--- config.mk ---
export PLATFORM = sky130hd
export DESIGN_NAME = mtvo_regs
export DESIGN_NICKNAME = d
export VERILOG_FILES = /design/src/mtvo_pkg.sv /design/src/mtvo_compare.sv /design/src/mtvo_regs.sv
export VERILOG_INCLUDE_DIRS = /design/src
export SDC_FILE = /design/constraint.sdc
export NUM_CORES = 1
export LEC_CHECK = 0
export BUFFER_PORTS_ARGS = -buffer_cell sky130_fd_sc_hd__buf_2
export CAP_MARGIN = 40
export CORE_AREA = 2 2 174 176
export CTS_CLUSTER_SIZE = 28
export DETAILED_ROUTE_END_ITERATION = 8
export DIE_AREA = 0 0 176 178
export GPL_ROUTABILITY_DRIVEN = 0
export SLEW_MARGIN = 20
export SYNTH_ARGS = -nofsm -noshare
export SYNTH_HDL_FRONTEND = slang
export SYNTH_SLANG_ARGS = --single-unit
--- constraint.sdc ---
create_clock -name core_clk -period 8.5 [get_ports core_clk]
set_input_delay 2.125 -clock core_clk [delete_from_list [all_inputs] [get_ports core_clk]]
set_output_delay 2.125 -clock core_clk [all_outputs]
set_load 0.005 [all_outputs]
--- src/mtvo_map.svh ---
/*
 * Register offsets, field positions, reset values and widths of the
 * timer value and overflow count register set.
 * Assumes an 8-bit special-function-register bus with 8-bit addresses.
 */
`ifndef MTVO_MAP_SVH
`define MTVO_MAP_SVH

`define MTVO_ADDR_COMPARE      8'h94
`define MTVO_ADDR_OVF_LOW      8'ha1
`define MTVO_ADDR_OVF_MID      8'ha2
`define MTVO_ADDR_OVF_HIGH     8'ha3
`define MTVO_ADDR_PERIOD_LOW   8'ha4
`define MTVO_ADDR_PERIOD_HIGH  8'ha5
`define MTVO_ADDR_TIMER_LOW    8'ha6
`define MTVO_ADDR_TIMER_HIGH   8'ha7
`define MTVO_ADDR_CONFIG       8'hc3

`define MTVO_CFG_RUN_BIT       0
`define MTVO_CFG_SYNC_BIT      1
`define MTVO_CFG_COMPARE_SOURCE_SELECT_BIT     3
`define MTVO_OVF_HIGH_WIDTH    4

`define MTVO_RST_TIMER         16'h0000
`define MTVO_RST_PERIOD        16'hffff
`define MTVO_RST_OVF           20'h00000
`define MTVO_RST_BYTE          8'h00
`define MTVO_RST_SYNC          1'b1

`endif

--- src/mtvo_pkg.sv ---
/*
 * Types of the timer value and overflow count block.
 * Assumes the constants of mtvo_map.svh for every number.
 */
package mtvo_pkg;

	typedef struct packed {
		logic [7:0] addr;
		logic       wr;
		logic       rd;
		logic [7:0] wdata;
	} mtvo_sfr_req_s;

	typedef struct packed {
		logic [15:0] timer;
		logic [15:0] period;
		logic [19:0] ovf;
		logic [19:0] ovf_latch;
		logic [15:0] pause;
		logic [7:0]  cmp;
		logic [7:0]  tl_stage;
		logic [7:0]  hi_latch;
		logic [7:0]  of0_stage;
		logic [7:0]  of1_stage;
		logic [7:0]  rdata;
		logic        rvalid;
		logic        run;
		logic        sync;
		logic        compare_source_select;
		logic        cmp_evt;
		logic        ovf_evt;
	} mtvo_state_s;

endpackage

--- src/mtvo_compare.sv ---
/*
 * Byte compare of the timer against the compare value.
 * Assumes the caller presents the timer value that will be registered next.
 */
`timescale 1ns/1ps

module mtvo_compare (
	input  wire logic [15:0] timer,
	input  wire logic        compare_source_select,
	input  wire logic [7:0]  cmp_value,
	output logic             match
);
	logic [7:0] sel_byte;

	always_comb begin
		sel_byte = compare_source_select ? timer[7:0] : timer[15:8];
		match    = (sel_byte == cmp_value);
	end
endmodule // mtvo_compare

--- src/mtvo_regs.sv ---
/*
 * Timer value, delta pause, byte compare and 20-bit overflow count
 * registers on the special-function-register bus.
 * Assumes one read or write strobe per cycle, held for one cycle,
 * and a same-clock bus master.
 */
// How it works
// - Reading the timer low byte returns it and freezes the high byte for a later read.
// - Writing the timer high byte while running forms a delta from it and the staged low byte.
// - An applied delta stops counting for exactly that many clock cycles, then counting resumes.
// - Writing the timer low byte while running only stages the byte until the high byte is written.
// - Writing the timer low byte while idle loads the counter's low eight bits.
// - A compare event fires when a timer or compare value change makes the selected timer byte equal the compare value.
// - The compare selector picks bits 15:8 when zero and bits 7:0 when one.
// - The 20-bit overflow count steps by one when the incremented timer reaches the period or more.
// - The period high and low registers set bits 15:8 and 7:0 of the period.
// - Reading the overflow low byte latches the whole count for the middle and high reads.
// - Writing the overflow high register, idle or running, forces the count to the staged bytes.
// - An increment coinciding with that forcing write stores the written value plus one.
// - Writes to the overflow low and middle bytes are staged until the high byte is written.
// - The run bit selects idle at zero and run at one, and reads back the timer state.
`timescale 1ns/1ps
`include "mtvo_map.svh"

module mtvo_regs (
	input  wire logic                  core_clk,
	input  wire logic                  srst,
	input  wire logic                  ce,
	input  wire mtvo_pkg::mtvo_sfr_req_s sfr_req,
	output logic [7:0]                 sfr_rdata,
	output logic                       sfr_rvalid,
	output logic                       run_state,
	output logic                       compare_event,
	output logic                       overflow_event
);
	localparam mtvo_pkg::mtvo_state_s RST = '{
		timer: `MTVO_RST_TIMER, period: `MTVO_RST_PERIOD, ovf: `MTVO_RST_OVF,
		ovf_latch: `MTVO_RST_OVF, pause: `MTVO_RST_TIMER, cmp: `MTVO_RST_BYTE,
		tl_stage: `MTVO_RST_BYTE, hi_latch: `MTVO_RST_BYTE, of0_stage: `MTVO_RST_BYTE,
		of1_stage: `MTVO_RST_BYTE, rdata: `MTVO_RST_BYTE, rvalid: 1'b0, run: 1'b0,
		sync: `MTVO_RST_SYNC, compare_source_select: 1'b0, cmp_evt: 1'b0, ovf_evt: 1'b0};

	mtvo_pkg::mtvo_state_s st;
	mtvo_pkg::mtvo_state_s next_st;
	logic [15:0]           next_timer;
	logic [15:0]           timer_inc;
	logic [7:0]            next_cmp;
	logic                  next_compare_source_select;
	logic                  tick;
	logic                  wrap;
	logic                  cmp_match;

	function automatic logic wr_at(input mtvo_pkg::mtvo_sfr_req_s r, input logic [7:0] a);
		wr_at = r.wr && (r.addr == a);
	endfunction

	function automatic logic rd_at(input mtvo_pkg::mtvo_sfr_req_s r, input logic [7:0] a);
		rd_at = r.rd && (r.addr == a);
	endfunction

	// Timer path, kept apart so the compare sees the value about to be stored
	always_comb begin
		tick      = st.run && (st.pause == 16'h0000);
		timer_inc = st.timer + 16'h0001;
		wrap      = tick && (timer_inc >= st.period);
		next_timer = st.timer;
		if (tick) begin
			next_timer = wrap ? 16'h0000 : timer_inc;
		end
		if (!st.run && wr_at(sfr_req, `MTVO_ADDR_TIMER_LOW)) begin
			next_timer[7:0] = sfr_req.wdata;
		end
		if (!st.run && wr_at(sfr_req, `MTVO_ADDR_TIMER_HIGH)) begin
			next_timer[15:8] = sfr_req.wdata;
		end
		next_cmp   = wr_at(sfr_req, `MTVO_ADDR_COMPARE) ? sfr_req.wdata : st.cmp;
		next_compare_source_select = wr_at(sfr_req, `MTVO_ADDR_CONFIG) ?
			sfr_req.wdata[`MTVO_CFG_COMPARE_SOURCE_SELECT_BIT] : st.compare_source_select;
	end

	mtvo_compare u_compare (
		.timer     (next_timer),
		.compare_source_select     (next_compare_source_select),
		.cmp_value (next_cmp),
		.match     (cmp_match)
	);

	always_comb begin
		next_st         = st;
		next_st.timer   = next_timer;
		next_st.cmp     = next_cmp;
		next_st.compare_source_select   = next_compare_source_select;
		next_st.rvalid  = sfr_req.rd;
		next_st.ovf_evt = wrap;
		// Event only when the timer moves or is loaded, or the compare value changes, into a match
		next_st.cmp_evt = cmp_match && (next_timer != st.timer || next_cmp != st.cmp);
		if (st.run && st.pause != 16'h0000) begin
			next_st.pause = st.pause - 16'h0001;
		end
		if (wrap) begin
			next_st.ovf = st.ovf + 20'h00001;
		end
		if (wr_at(sfr_req, `MTVO_ADDR_TIMER_LOW)) begin
			next_st.tl_stage = sfr_req.wdata;
		end
		if (st.run && wr_at(sfr_req, `MTVO_ADDR_TIMER_HIGH)) begin
			next_st.pause = {sfr_req.wdata, st.tl_stage};
		end
		if (wr_at(sfr_req, `MTVO_ADDR_OVF_LOW)) begin
			next_st.of0_stage = sfr_req.wdata;
		end
		if (wr_at(sfr_req, `MTVO_ADDR_OVF_MID)) begin
			next_st.of1_stage = sfr_req.wdata;
		end
		if (wr_at(sfr_req, `MTVO_ADDR_OVF_HIGH)) begin
			next_st.ovf = {sfr_req.wdata[`MTVO_OVF_HIGH_WIDTH-1:0], st.of1_stage,
				st.of0_stage} + {19'h00000, wrap};
		end
		if (wr_at(sfr_req, `MTVO_ADDR_PERIOD_LOW)) begin
			next_st.period[7:0] = sfr_req.wdata;
		end
		if (wr_at(sfr_req, `MTVO_ADDR_PERIOD_HIGH)) begin
			next_st.period[15:8] = sfr_req.wdata;
		end
		if (wr_at(sfr_req, `MTVO_ADDR_CONFIG)) begin
			next_st.run  = sfr_req.wdata[`MTVO_CFG_RUN_BIT];
			next_st.sync = sfr_req.wdata[`MTVO_CFG_SYNC_BIT];
			if (!sfr_req.wdata[`MTVO_CFG_RUN_BIT]) begin
				next_st.pause = 16'h0000;
			end
		end
		if (sfr_req.rd) begin
			unique case (sfr_req.addr)
				`MTVO_ADDR_TIMER_LOW: begin
					next_st.rdata    = st.timer[7:0];
					next_st.hi_latch = st.timer[15:8];
				end
				`MTVO_ADDR_TIMER_HIGH:  next_st.rdata = st.hi_latch;
				`MTVO_ADDR_COMPARE:     next_st.rdata = st.cmp;
				`MTVO_ADDR_OVF_LOW: begin
					next_st.rdata     = st.ovf[7:0];
					next_st.ovf_latch = st.ovf;
				end
				`MTVO_ADDR_OVF_MID:     next_st.rdata = st.ovf_latch[15:8];
				`MTVO_ADDR_OVF_HIGH:
					next_st.rdata = {4'h0, st.ovf_latch[19:16]};
				`MTVO_ADDR_PERIOD_LOW:  next_st.rdata = st.period[7:0];
				`MTVO_ADDR_PERIOD_HIGH: next_st.rdata = st.period[15:8];
				`MTVO_ADDR_CONFIG:
					next_st.rdata = {4'h0, st.compare_source_select, 1'b0, st.sync, st.run};
				default:                next_st.rdata = 8'h00;
			endcase
		end
	end

	always_ff @(posedge core_clk) begin
		if (srst) begin
			st <= RST;
		end else if (ce) begin
			st <= next_st;
		end
	end

	assign sfr_rdata      = st.rdata;
	assign sfr_rvalid     = st.rvalid;
	assign run_state      = st.run;
	assign compare_event  = st.cmp_evt;
	assign overflow_event = st.ovf_evt;
endmodule // mtvo_regs

* Word level (Yosys, flattened, before mapping)
Cells that the tools add are included.
Storage, ports and cells: logic and storage cells 80, bits in registers 142
Operators by class: add/subtract/negate cells 4, order comparisons 1, equality and inequality tests 12, muxes and demuxes 14, reduce and logical (&&, ||, !) cells 31
Operators with widths (count):
- 16-bit two-way mux | 6
- 8-bit equality test, second input constant | 9
- 8-bit case mux with 9 select lines | 1
- 20-bit two-way mux | 2
- 8-bit two-way mux | 4
- 20-bit by 1-bit adder with 20-bit output | 1
- 20-bit by 1-bit adder with 20-bit output, second input constant | 1
- 16-bit by 1-bit adder with 16-bit output, second input constant | 1
- 16-bit >= comparator | 1
- 1-bit logical AND | 16
- 16-bit logical NOT | 1
- 16-bit inequality test | 1
- 2-bit AND reduction | 8
- 16-bit nonzero test | 1
- 16-bit by 1-bit subtractor with 16-bit output, second input constant | 1
- 8-bit equality test | 1
- 8-bit inequality test | 1
- 3-bit AND reduction | 2
- 2-bit nonzero test | 1
- 1-bit logical NOT | 1
- 1-bit logical OR | 1
- 1-bit two-way mux | 1

* Longest topological paths before layout
Gate-level depths: netlist (run 1).
depth after elaboration 9, depth in mapped cells 23, gate-level depth less buffers 21

* Modules after synthesis
Synthesis (run 1) repeated with hierarchy kept, for this count alone.
Unflattened totals: cells, all modules 1138, area, all modules 8435.6 µm²
Modules (own cells, without submodules):
- mtvo_regs | cells each 1118, instances 1, seq. area each 2682.6 µm², area each 8257.9 µm²
- mtvo_compare | cells each 20, instances 1, seq. area each 0.0 µm², area each 177.7 µm²

* Least setup slack after synthesis (run 1)
No wires, ideal clock.
path type register -> register, start register st[126] in the netlist's numbering, end register st[108] in the netlist's numbering, period minus slack after synthesis 4792 ps, buffers on the path 1, setup slack 3708 ps, cell stages (with the launch flop) 22, setup time 86 ps, arrival time 4706 ps, path through dfxtp_1 ha_1 nand4_1 nor4_1 nand3_1 nand2_1 nand2_1 ha_1 nand4_1 a211o_1 or2_1 and2_1 clkbuf_1 nor2_1 ha_1 ha_1 nand4_1 nor3_1 and3_1 xor2_1 o22ai_1 a211oi_1
RTL lines:
- start, declared | line mtvo_regs.sv:43 | mtvo_pkg::mtvo_state_s st;
- start signal, assigned | line mtvo_regs.sv:160 | st <= next_st;

==> results of run 1 <==
## layer usage
metal	up-vias	part of all wire (%)	GRT usage (%)
met5	-	0	0
met4	0	3.3	8.75
met3	63	7.7	3.07
met2	366	46	29.9
met1	4157	43	25.2
li1	4216	-	-
## worst max-delay path, cell delays in order (launching register included)
cell and delay (ns):
dfxtp_1 0.57, ha_1 0.31, nand4_1 0.28, nor4_1 0.81, nand3_1 0.18, nand2_1 0.12
nand2_1 0.06, ha_1 0.29, nand4_1 0.10, a211o_1 0.35, or2_1 0.30, and2_1 0.26
nor2_1 0.32, ha_1 0.30, ha_1 0.26, nand4_1 0.18, nor3_1 0.40, and3_1 0.24
xor2_1 0.16, o22ai_1 0.09, a211oi_1 0.22
## worst paths after layout
path	startpoint	to	slack, ns	cells past startpoint
worst max register to register	st[126]	st[108]	2.60	20
worst min-delay path	st[41]	st[41]	0.46	2
worst max-delay path	st[126]	st[108]	2.60	20
worst min register to register	st[41]	st[41]	0.46	2
## cells in the mapped netlist, drive strengths merged, types with 7 or more instances
| cell | instances | share of area (%) |
|---|---|---|
| a211oi | 17 | 1.5 |
| a21oi | 103 | 6.0 |
| a22o | 7 | 0.71 |
| a22oi | 36 | 3.1 |
| and2 | 8 | 0.58 |
| and3 | 16 | 1.2 |
| buf | 21 | 1.5 |
| clkbuf | 82 | 3.5 |
| dfxtp | 134 | 31 |
| ha | 21 | 3.0 |
| inv | 29 | 1.3 |
| mux2i | 21 | 2.4 |
| nand2 | 198 | 8.6 |
| nand2b | 8 | 0.58 |
| nand3 | 56 | 3.2 |
| nand4 | 18 | 1.3 |
| nor2 | 100 | 4.4 |
| nor2b | 9 | 0.65 |
| nor3 | 32 | 2.0 |
| nor4 | 25 | 2.1 |
| o211ai | 28 | 2.4 |
| o21ai | 64 | 3.7 |
| o31ai | 11 | 1.0 |
| or4 | 11 | 1.1 |
| xnor2 | 25 | 2.5 |
| xor2 | 28 | 2.8 |
## area by class of cell
type / count / area (um2)
multi-input combinational: 923 / 5460
fill: 3133 / 19800
clock buffer: 24 / 482
sequential: 134 / 2680
inverter: 30 / 113
timing repair buffer: 51 / 330
tap: 390 / 488
clock inverter: 8 / 73.8
## registers in the layout, summed over array words and instances (netlist names)
name / flops
st: 122
sfr_rdata: 8
sfr_rvalid: 1
compare_event: 1
run_state: 1
overflow_event: 1
## metrics by stage
step                      hold WS [ns]  total power, uW
final                            0.459             1420
after global routing             0.475             1450
after CTS                        0.457             1420
after detailed placement         0.449              719
after global placement           0.443              716
after floorplan                  0.436              688
## power groups by stage
stage | Clock (uW) | Combinational [uW] | Sequential [uW]
after global placement | 0 | 71.3 | 645
after floorplan | 0 | 44.4 | 644
after CTS | 718 | 73.9 | 631
after global routing | 741 | 79.9 | 631
after detailed placement | 0 | 73.8 | 645
final | 710 | 74.9 | 631
## logic make-up (layout without fill, tap and decap cells)
group / Yosys count / in the layout / share of synthesized area [%]
AO/OA/AOI/OAI: 316 / 316 / 23.4
AND/OR/NAND/NOR: 507 / 507 / 27.9
flip-flops: 134 / 134 / 30.9
XOR/XNOR: 53 / 53 / 5.35
multiplexers: 26 / 26 / 3.07
buffers and inverters: 133 / 113 / 6.36
adder cells (fa/ha/maj): 21 / 21 / 3.03
## placed cells by master, fill, tap and decap left out, drive strengths merged, types with 3 or more instances in the layout
| cell type | count |
|---|---|
| a211oi | 17 |
| a21oi | 103 |
| a221oi | 3 |
| a222oi | 6 |
| a22o | 7 |
| a22oi | 36 |
| a31oi | 5 |
| and2 | 8 |
| and3 | 16 |
| buf | 51 |
| clkbuf | 24 |
| clkinv | 6 |
| dfxtp | 134 |
| ha | 21 |
| inv | 29 |
| mux2 | 5 |
| mux2i | 21 |
| nand2 | 198 |
| nand2b | 8 |
| nand3 | 56 |
| nand3b | 5 |
| nand4 | 18 |
| nand4b | 3 |
| nor2 | 100 |
| nor2b | 9 |
| nor3 | 32 |
| nor4 | 25 |
| o211ai | 28 |
| o21a | 3 |
| o21ai | 64 |
| o221ai | 5 |
| o22ai | 6 |
| o311ai | 4 |
| o31ai | 11 |
| o41ai | 5 |
| or2 | 5 |
| or3 | 4 |
| or4 | 11 |
| xnor2 | 25 |
| xor2 | 28 |
==> key figures, run 1 <==
Setup path
  • Critical Path Sink Type: flip-flop
  • Crit Path Max Fanout: 11
  • Crit path launch type: flip-flop
  • Required time of the critical path: 8.85 ns
  • WS Path Type: reg2reg
  • CP arrival: 6.25 ns

GRT
  • Largest net degree at the start of global routing: 72
  • Grt ovf: 0
  • Initial antenna violation count: 0
  • Global-route wire length before repair: 45.8 mm
  • Total GRT Usage: a little under a fifth
  • Vias in the first global route: 8,042

Clock tree
  • CTS resizes: 0
  • Max clock buf depth: 2
  • Clock root cell: clkbuf_16
  • Worst-Skew Late Latency: 0.43 ns
  • Clock sink count: 134
  • CTS Buf Count: 17
  • TritonCTS clock tree: built
  • H-tree depth: 4
  • Hold-fix buffers at CTS: 0
  • Postcts setup bufs: 0
  • Clock slew at reported path FFs: 0.06 ns

Placed design
  • Placed cell count: between 1,500 and 2,000
  • HPWL after DPL: roughly 21 mm
  • DP Worst Slack: 2.73 ns
  • DP Area: 9050 um2
  • IO buf count: 32

STA
  • Worst slew pin tran: 0.840 ns
  • Clk_skew: 0.0132 ns
  • Fin. max-slew vios: 0
  • Setup ws final: 2.60 ns
  • Worst slew margin: 43.5%
  • Maximum clock rate: ~170 MHz
  • RSZ-0062 raised after global routing: no
  • Final hold vios: 0
  • Period utilization: approximately 70%
  • Setup TNS: 0 ns
  • Final min period: 5.90 ns
  • Endpoints failing setup: 0

Drt
  • Iter 0 DRT Violations: 1,047
  • Remaining routing DRC violations: 0
  • DR vias: 8,802
  • Antenna Nets Post-Route: 0
  • DR WL/cell: 19.0 um
  • Via density: 5.64
  • DR pass1 iterations: 6
  • WL final: between 20 and 30 mm

Power
  • Sw Pwr: 344 uW
  • Clock network power share: 50.1%
  • Combinational share of power: 5.3%
  • P_leak: 0.00354 uW
  • Int Power: 1070 uW
  • Pwr per Cell Area: 147 nW/um2
  • Sw Ratio: 24.3%
  • Maximum VDD drop: 117 uV
  • Part of the power in registers: 44.6%

Status
  • Run status: finished, final reports clean

Job
  • Max cap viols: 0

Yosys
  • Post-Syn Instances: 1,190
  • Post-synthesis cell area: around 8700 um2
  • Most used DFF post-synth: dfxtp_1
  • Post-synth EDFFs: 0
  • Ys async rst share: 0%
  • FF+latch count, synth: ~130
  • Syn. warnings: 0
  • Avg Cell Area, Syn: 7.29 um2
  • Post-synth cell types: 71
  • Net Count, Synth: 1,232
  • Sequential share of the synthesized area: 30.9%

Finish
  • Fin util: 32.7%
  • Layout cells sized above 1: 9.06%
  • Finished Cell Area: 9630 um2
  • Layout overhead on the synthesized area: 10.9%
  • Nets: ~1,200
  • # diodes: 0
  • Final Non-Filler Cells: 1,560

Die
  • Die Y: roughly 180 um
  • Starting Density: between 20% and 30%
  • Cell row count: 63
  • Core Area: ~29,000 um2
  • DIE AREA: 31,300 um2
  • # IOs: 33
  • Die width: 176 um

Worst hold path
  • Worst hold path class: reg2reg
Power figures use the tool's default switching activity.
==> inputs of run 2 (changes only) <==
ABC_AREA = 1   (was not set)
CORE_AREA = 2 2 172 174   (was 2 2 174 176)
DIE_AREA = 0 0 174 176   (was 0 0 176 178)
clock period = 5.3 ns   (was 8.5 ns; I/O delays follow)
==> run 2 against run 1 <==
Against the previous run:
- highest routed layer unchanged
- utilization increased by 0.67 points
- cell count up 8.8%
- largest power group unchanged
- wire length decreased by 5.2%
- total power up 83%
- register-to-register slack got worse by 1.8 ns
- critical path type unchanged
- synthesized cell count up 10%
==> key figures, run 2 <==
Clock tree
  • CTS resizes: 0 (unchanged)
  • H-tree depth: 4 (unchanged)
  • Postcts setup bufs: 0 (unchanged)
  • Clock sink count: 134 (unchanged)
  • Clock slew at reported path FFs: 0.07 ns (about the same)
  • CTS Buf Count: 17 (unchanged)
  • TritonCTS clock tree: built
  • Hold-fix buffers at CTS: 0 (unchanged)
  • Worst-Skew Late Latency: 0.44 ns (about the same)
  • Max clock buf depth: 2 (unchanged)
  • Clock root cell: clkbuf_16

Yosys
  • Biggest area consumer among synthesized cells: dfxtp_1
  • Ys async rst share: 0% (unchanged)
  • Most used DFF post-synth: dfxtp_1
  • Avg Cell Area, Syn: 6.50 um2 (-11%)
  • Post-synth cell types: 49 (-31%)
  • Synth top area share: 31.5% (+0.56 points)
  • FF+latch count, synth: 134 (unchanged)
  • Leading post-synthesis cells by cell area: dfxtp_1, nand2_1, a21oi_1, o21ai_0, inv_1
  • Count leader, synth: nand2_1
  • Post-Syn Instances: 1,311 (+10%)
  • Post-synth EDFFs: 0 (unchanged)
  • Sequential share of the synthesized area: 31.5% (+0.56 points)
  • Net Count, Synth: 1,353 (+9.8%)
  • Syn. warnings: 0 (unchanged)
  • Top post-synthesis cells by count: nand2_1, inv_1, a21oi_1, dfxtp_1, o21ai_0
  • Post-synthesis cell area: 8530 um2 (-1.8%)

Setup path
  • R2R cell count: 24 (+20%)
  • Crit path max-delay cell type: dfxtp_1
  • Crit Path Max Fanout: 15 (+4)
  • WS Path Type: reg2reg
  • Crit-path cells: ha_1 > nand2_1 > nor2_4 > nand3_2 > nor2_1 > xor2_1 > ha_1 > nand4_1 > nor2_1 > nand2_1 > a21oi_2 > ha_1 > ha_1 > nand3_1 > inv_1 > nand3_1 > nor3_1 > nand3_1 > nor2_1 > nand2_1 > nor2_1 > a21oi_1 > o21ai_0 > a31oi_1
  • Critical Path Sink Type: flip-flop
  • R2r setup slk: 0.75 ns (-1.85 ns)
  • R2r endpoint: st[108]
  • CP arrival: 4.84 ns (-1.41 ns)
  • FF-to-FF Start: st[126]
  • Required time of the critical path: 5.58 ns (-3.27 ns)
  • Max incr delay on CP: 0.50 ns (-0.31 ns)
  • Crit path launch type: flip-flop

Die
  • Die Y: 176 um (-1.1%)
  • Cell row count: 62 (-1.6%)
  • Starting Density: 29.9% (+0.34 points)
  • DIE AREA: 30,600 um2 (-2.2%)
  • # IOs: 33 (unchanged)
  • Core Area: 28,500 um2 (-2.9%)
  • Die width: 174 um (-1.1%)

Drt
  • Remaining routing DRC violations: 0 (unchanged)
  • Antenna Nets Post-Route: 0 (unchanged)
  • DR pass1 iterations: 5 (-1)
  • Via density: 5.11 (-9.3%)
  • Iter 0 DRT Violations: 733 (-30%)
  • DR vias: 8,680 (-1.4%)
  • DR WL/cell: 16.6 um (-13%)
  • WL final: 28.1 mm (-5.2%)

Finish
  • Largest reg by FF count: st
  • # diodes: 0 (unchanged)
  • Max reg flops: 122 (unchanged)
  • Commonest non-fill, non-tap cell in the layout: nand2_1
  • Fin util: 33.4% (+0.67 points)
  • Layout overhead on the synthesized area: 11.9%
  • Layout cells sized above 1: 8.15% (-0.91 points)
  • Commonest non-fill, non-tap cells in the layout: nand2_1, inv_1, a21oi_1
  • Nets: 1,342 (+12%)
  • Fill cell count: 3,147 (+0.45%)

Placed design
  • IO buf count: 32 (unchanged)
  • HPWL after DPL: 20.5 mm (-0.71%)

GRT
  • Global-route wire length before repair: 44.1 mm (-3.6%)
  • Initial antenna violation count: 0 (unchanged)
  • Total GRT Usage: 18.4% (-0.47 points)
  • Vias in the first global route: 7,882 (-2.0%)
  • Largest net degree at the start of global routing: 77 (+6.9%)
  • Grt ovf: 0 (unchanged)

STA
  • Period utilization: 85.9% (+16 points)
  • Maximum clock rate: 220 MHz (+30%)
  • Worst slew pin tran: 0.821 ns (-0.0189 ns)
  • Fin. max-slew vios: 0 (unchanged)
  • Final hold vios: 0 (unchanged)
  • Final min period: 4.55 ns (-1.35 ns)
  • Worst slew margin: 43.9% (+0.36 points)
  • Clk_skew: 0.0137 ns (+0.000493 ns)
  • Endpoints failing setup: 0 (unchanged)
  • RSZ-0062 raised after global routing: no
  • Setup TNS: 0 ns (unchanged)

Power
  • Pwr per Cell Area: 272 nW/um2 (+85%)
  • Total power: 2600 uW (+83%)
  • Maximum VDD drop: 193 uV (+65%)
  • P_leak: 0.00403 uW (+14%)

Status
  • Run status: finished, final reports clean

Worst hold path
  • Worst hold path class: reg2reg
  • Hold path startpoint: st[42]
  • Min-Delay Path Depth: 2 (unchanged)
  • Hold Path End: st[42]

Job
  • Max cap viols: 0 (unchanged)
-- run 2: cell count changes in the layout (fill, tap and decap cells not counted), moves of 11 or more --
| cell | change |
|---|---|
| nor2_1 | -11 |
| xnor2_1 | -17 |
| buf_4 | -11 |
| mux2i_1 | -21 |
| a22oi_1 | -35 |
| a21oi_1 | +51 |
| nand3_1 | +34 |
| nor3_1 | -19 |
| inv_1 | +132 |
| a211oi_1 | -11 |
| o21ai_0 | +67 |
| nor4_1 | -17 |
| and3_1 | -15 |
| nand2_1 | +75 |
-- run 2: stage by stage --
stage	instance area (um2)	setup WS (ns)	instances	hold WS (ns)
2_1_floorplan	8530	1.54	1311	0.424
3_3_place_gp	8870	0.936	1664	0.442
3_5_place_dp	8880	0.829	1665	0.442
4_1_cts	9540	0.821	1697	0.454
5_1_grt	9540	0.287	1697	0.471
6_report	9540	0.749	1697	0.456
-- run 2: area by class of cell --
class | count | area (um2) | area share [%]
clock buffer | 18 | 439 | 4.60
clock inverter | 14 | 223 | 2.34
inverter | 171 | 643 | 6.74
multi-input combinational | 937 | 4860 | 51.0
sequential | 134 | 2680 | 28.1
tap | 384 | 480 | 5.04
timing repair buffer | 39 | 210 | 2.20
-- run 2: how the worst max path moves through the flow --
stage / start / endpoint / slack, ns / cells after the start
3_5_place_dp: st[126] / st[108] / 0.83 / 24
4_1_cts: st[126] / st[108] / 0.82 / 24
5_1_grt: st[131] / st[106] / 0.29 / 24
6_report: st[126] / st[108] / 0.75 / 24
3_3_place_gp: st[126] / st[108] / 0.94 / 25
2_1_floorplan: st[126] / st[108] / 1.54 / 26
-- run 2: critical path, delay by kind of cell, from the launching register on --
| family | cells | cell delay [ns] |
|---|---|---|
| AND/OR/NAND/NOR | 14 | 2.16 |
| adder cells (fa/ha/maj) | 4 | 0.96 |
| XOR/XNOR | 1 | 0.11 |
| AO/OA/AOI/OAI | 4 | 0.56 |
| flip-flops | 1 | 0.50 |
| buffers and inverters | 1 | 0.09 |
-- run 2: layer usage --
layer	GRT usage [%]	vias up	routed length [um]
li1	-	4363	-
met5	0	-	0
met2	29.0	288	12600
met1	25.2	3982	12900
met4	6.72	0	649
met3	3.34	47	1900
-- run 2: power by group --
group / internal [uW] / switching (uW)
Sequential: 1020 / 24.3
Combinational: 58.7 / 150
Clock: 852 / 491
-- run 2: kinds of logic after synthesis --
family	count (synthesis)	share of synthesized area, %
XOR/XNOR	33	3.39
flip-flops	134	31.5
adder cells (fa/ha/maj)	21	3.08
AND/OR/NAND/NOR	525	27.3
AO/OA/AOI/OAI	358	23.2
buffers and inverters	240	11.5
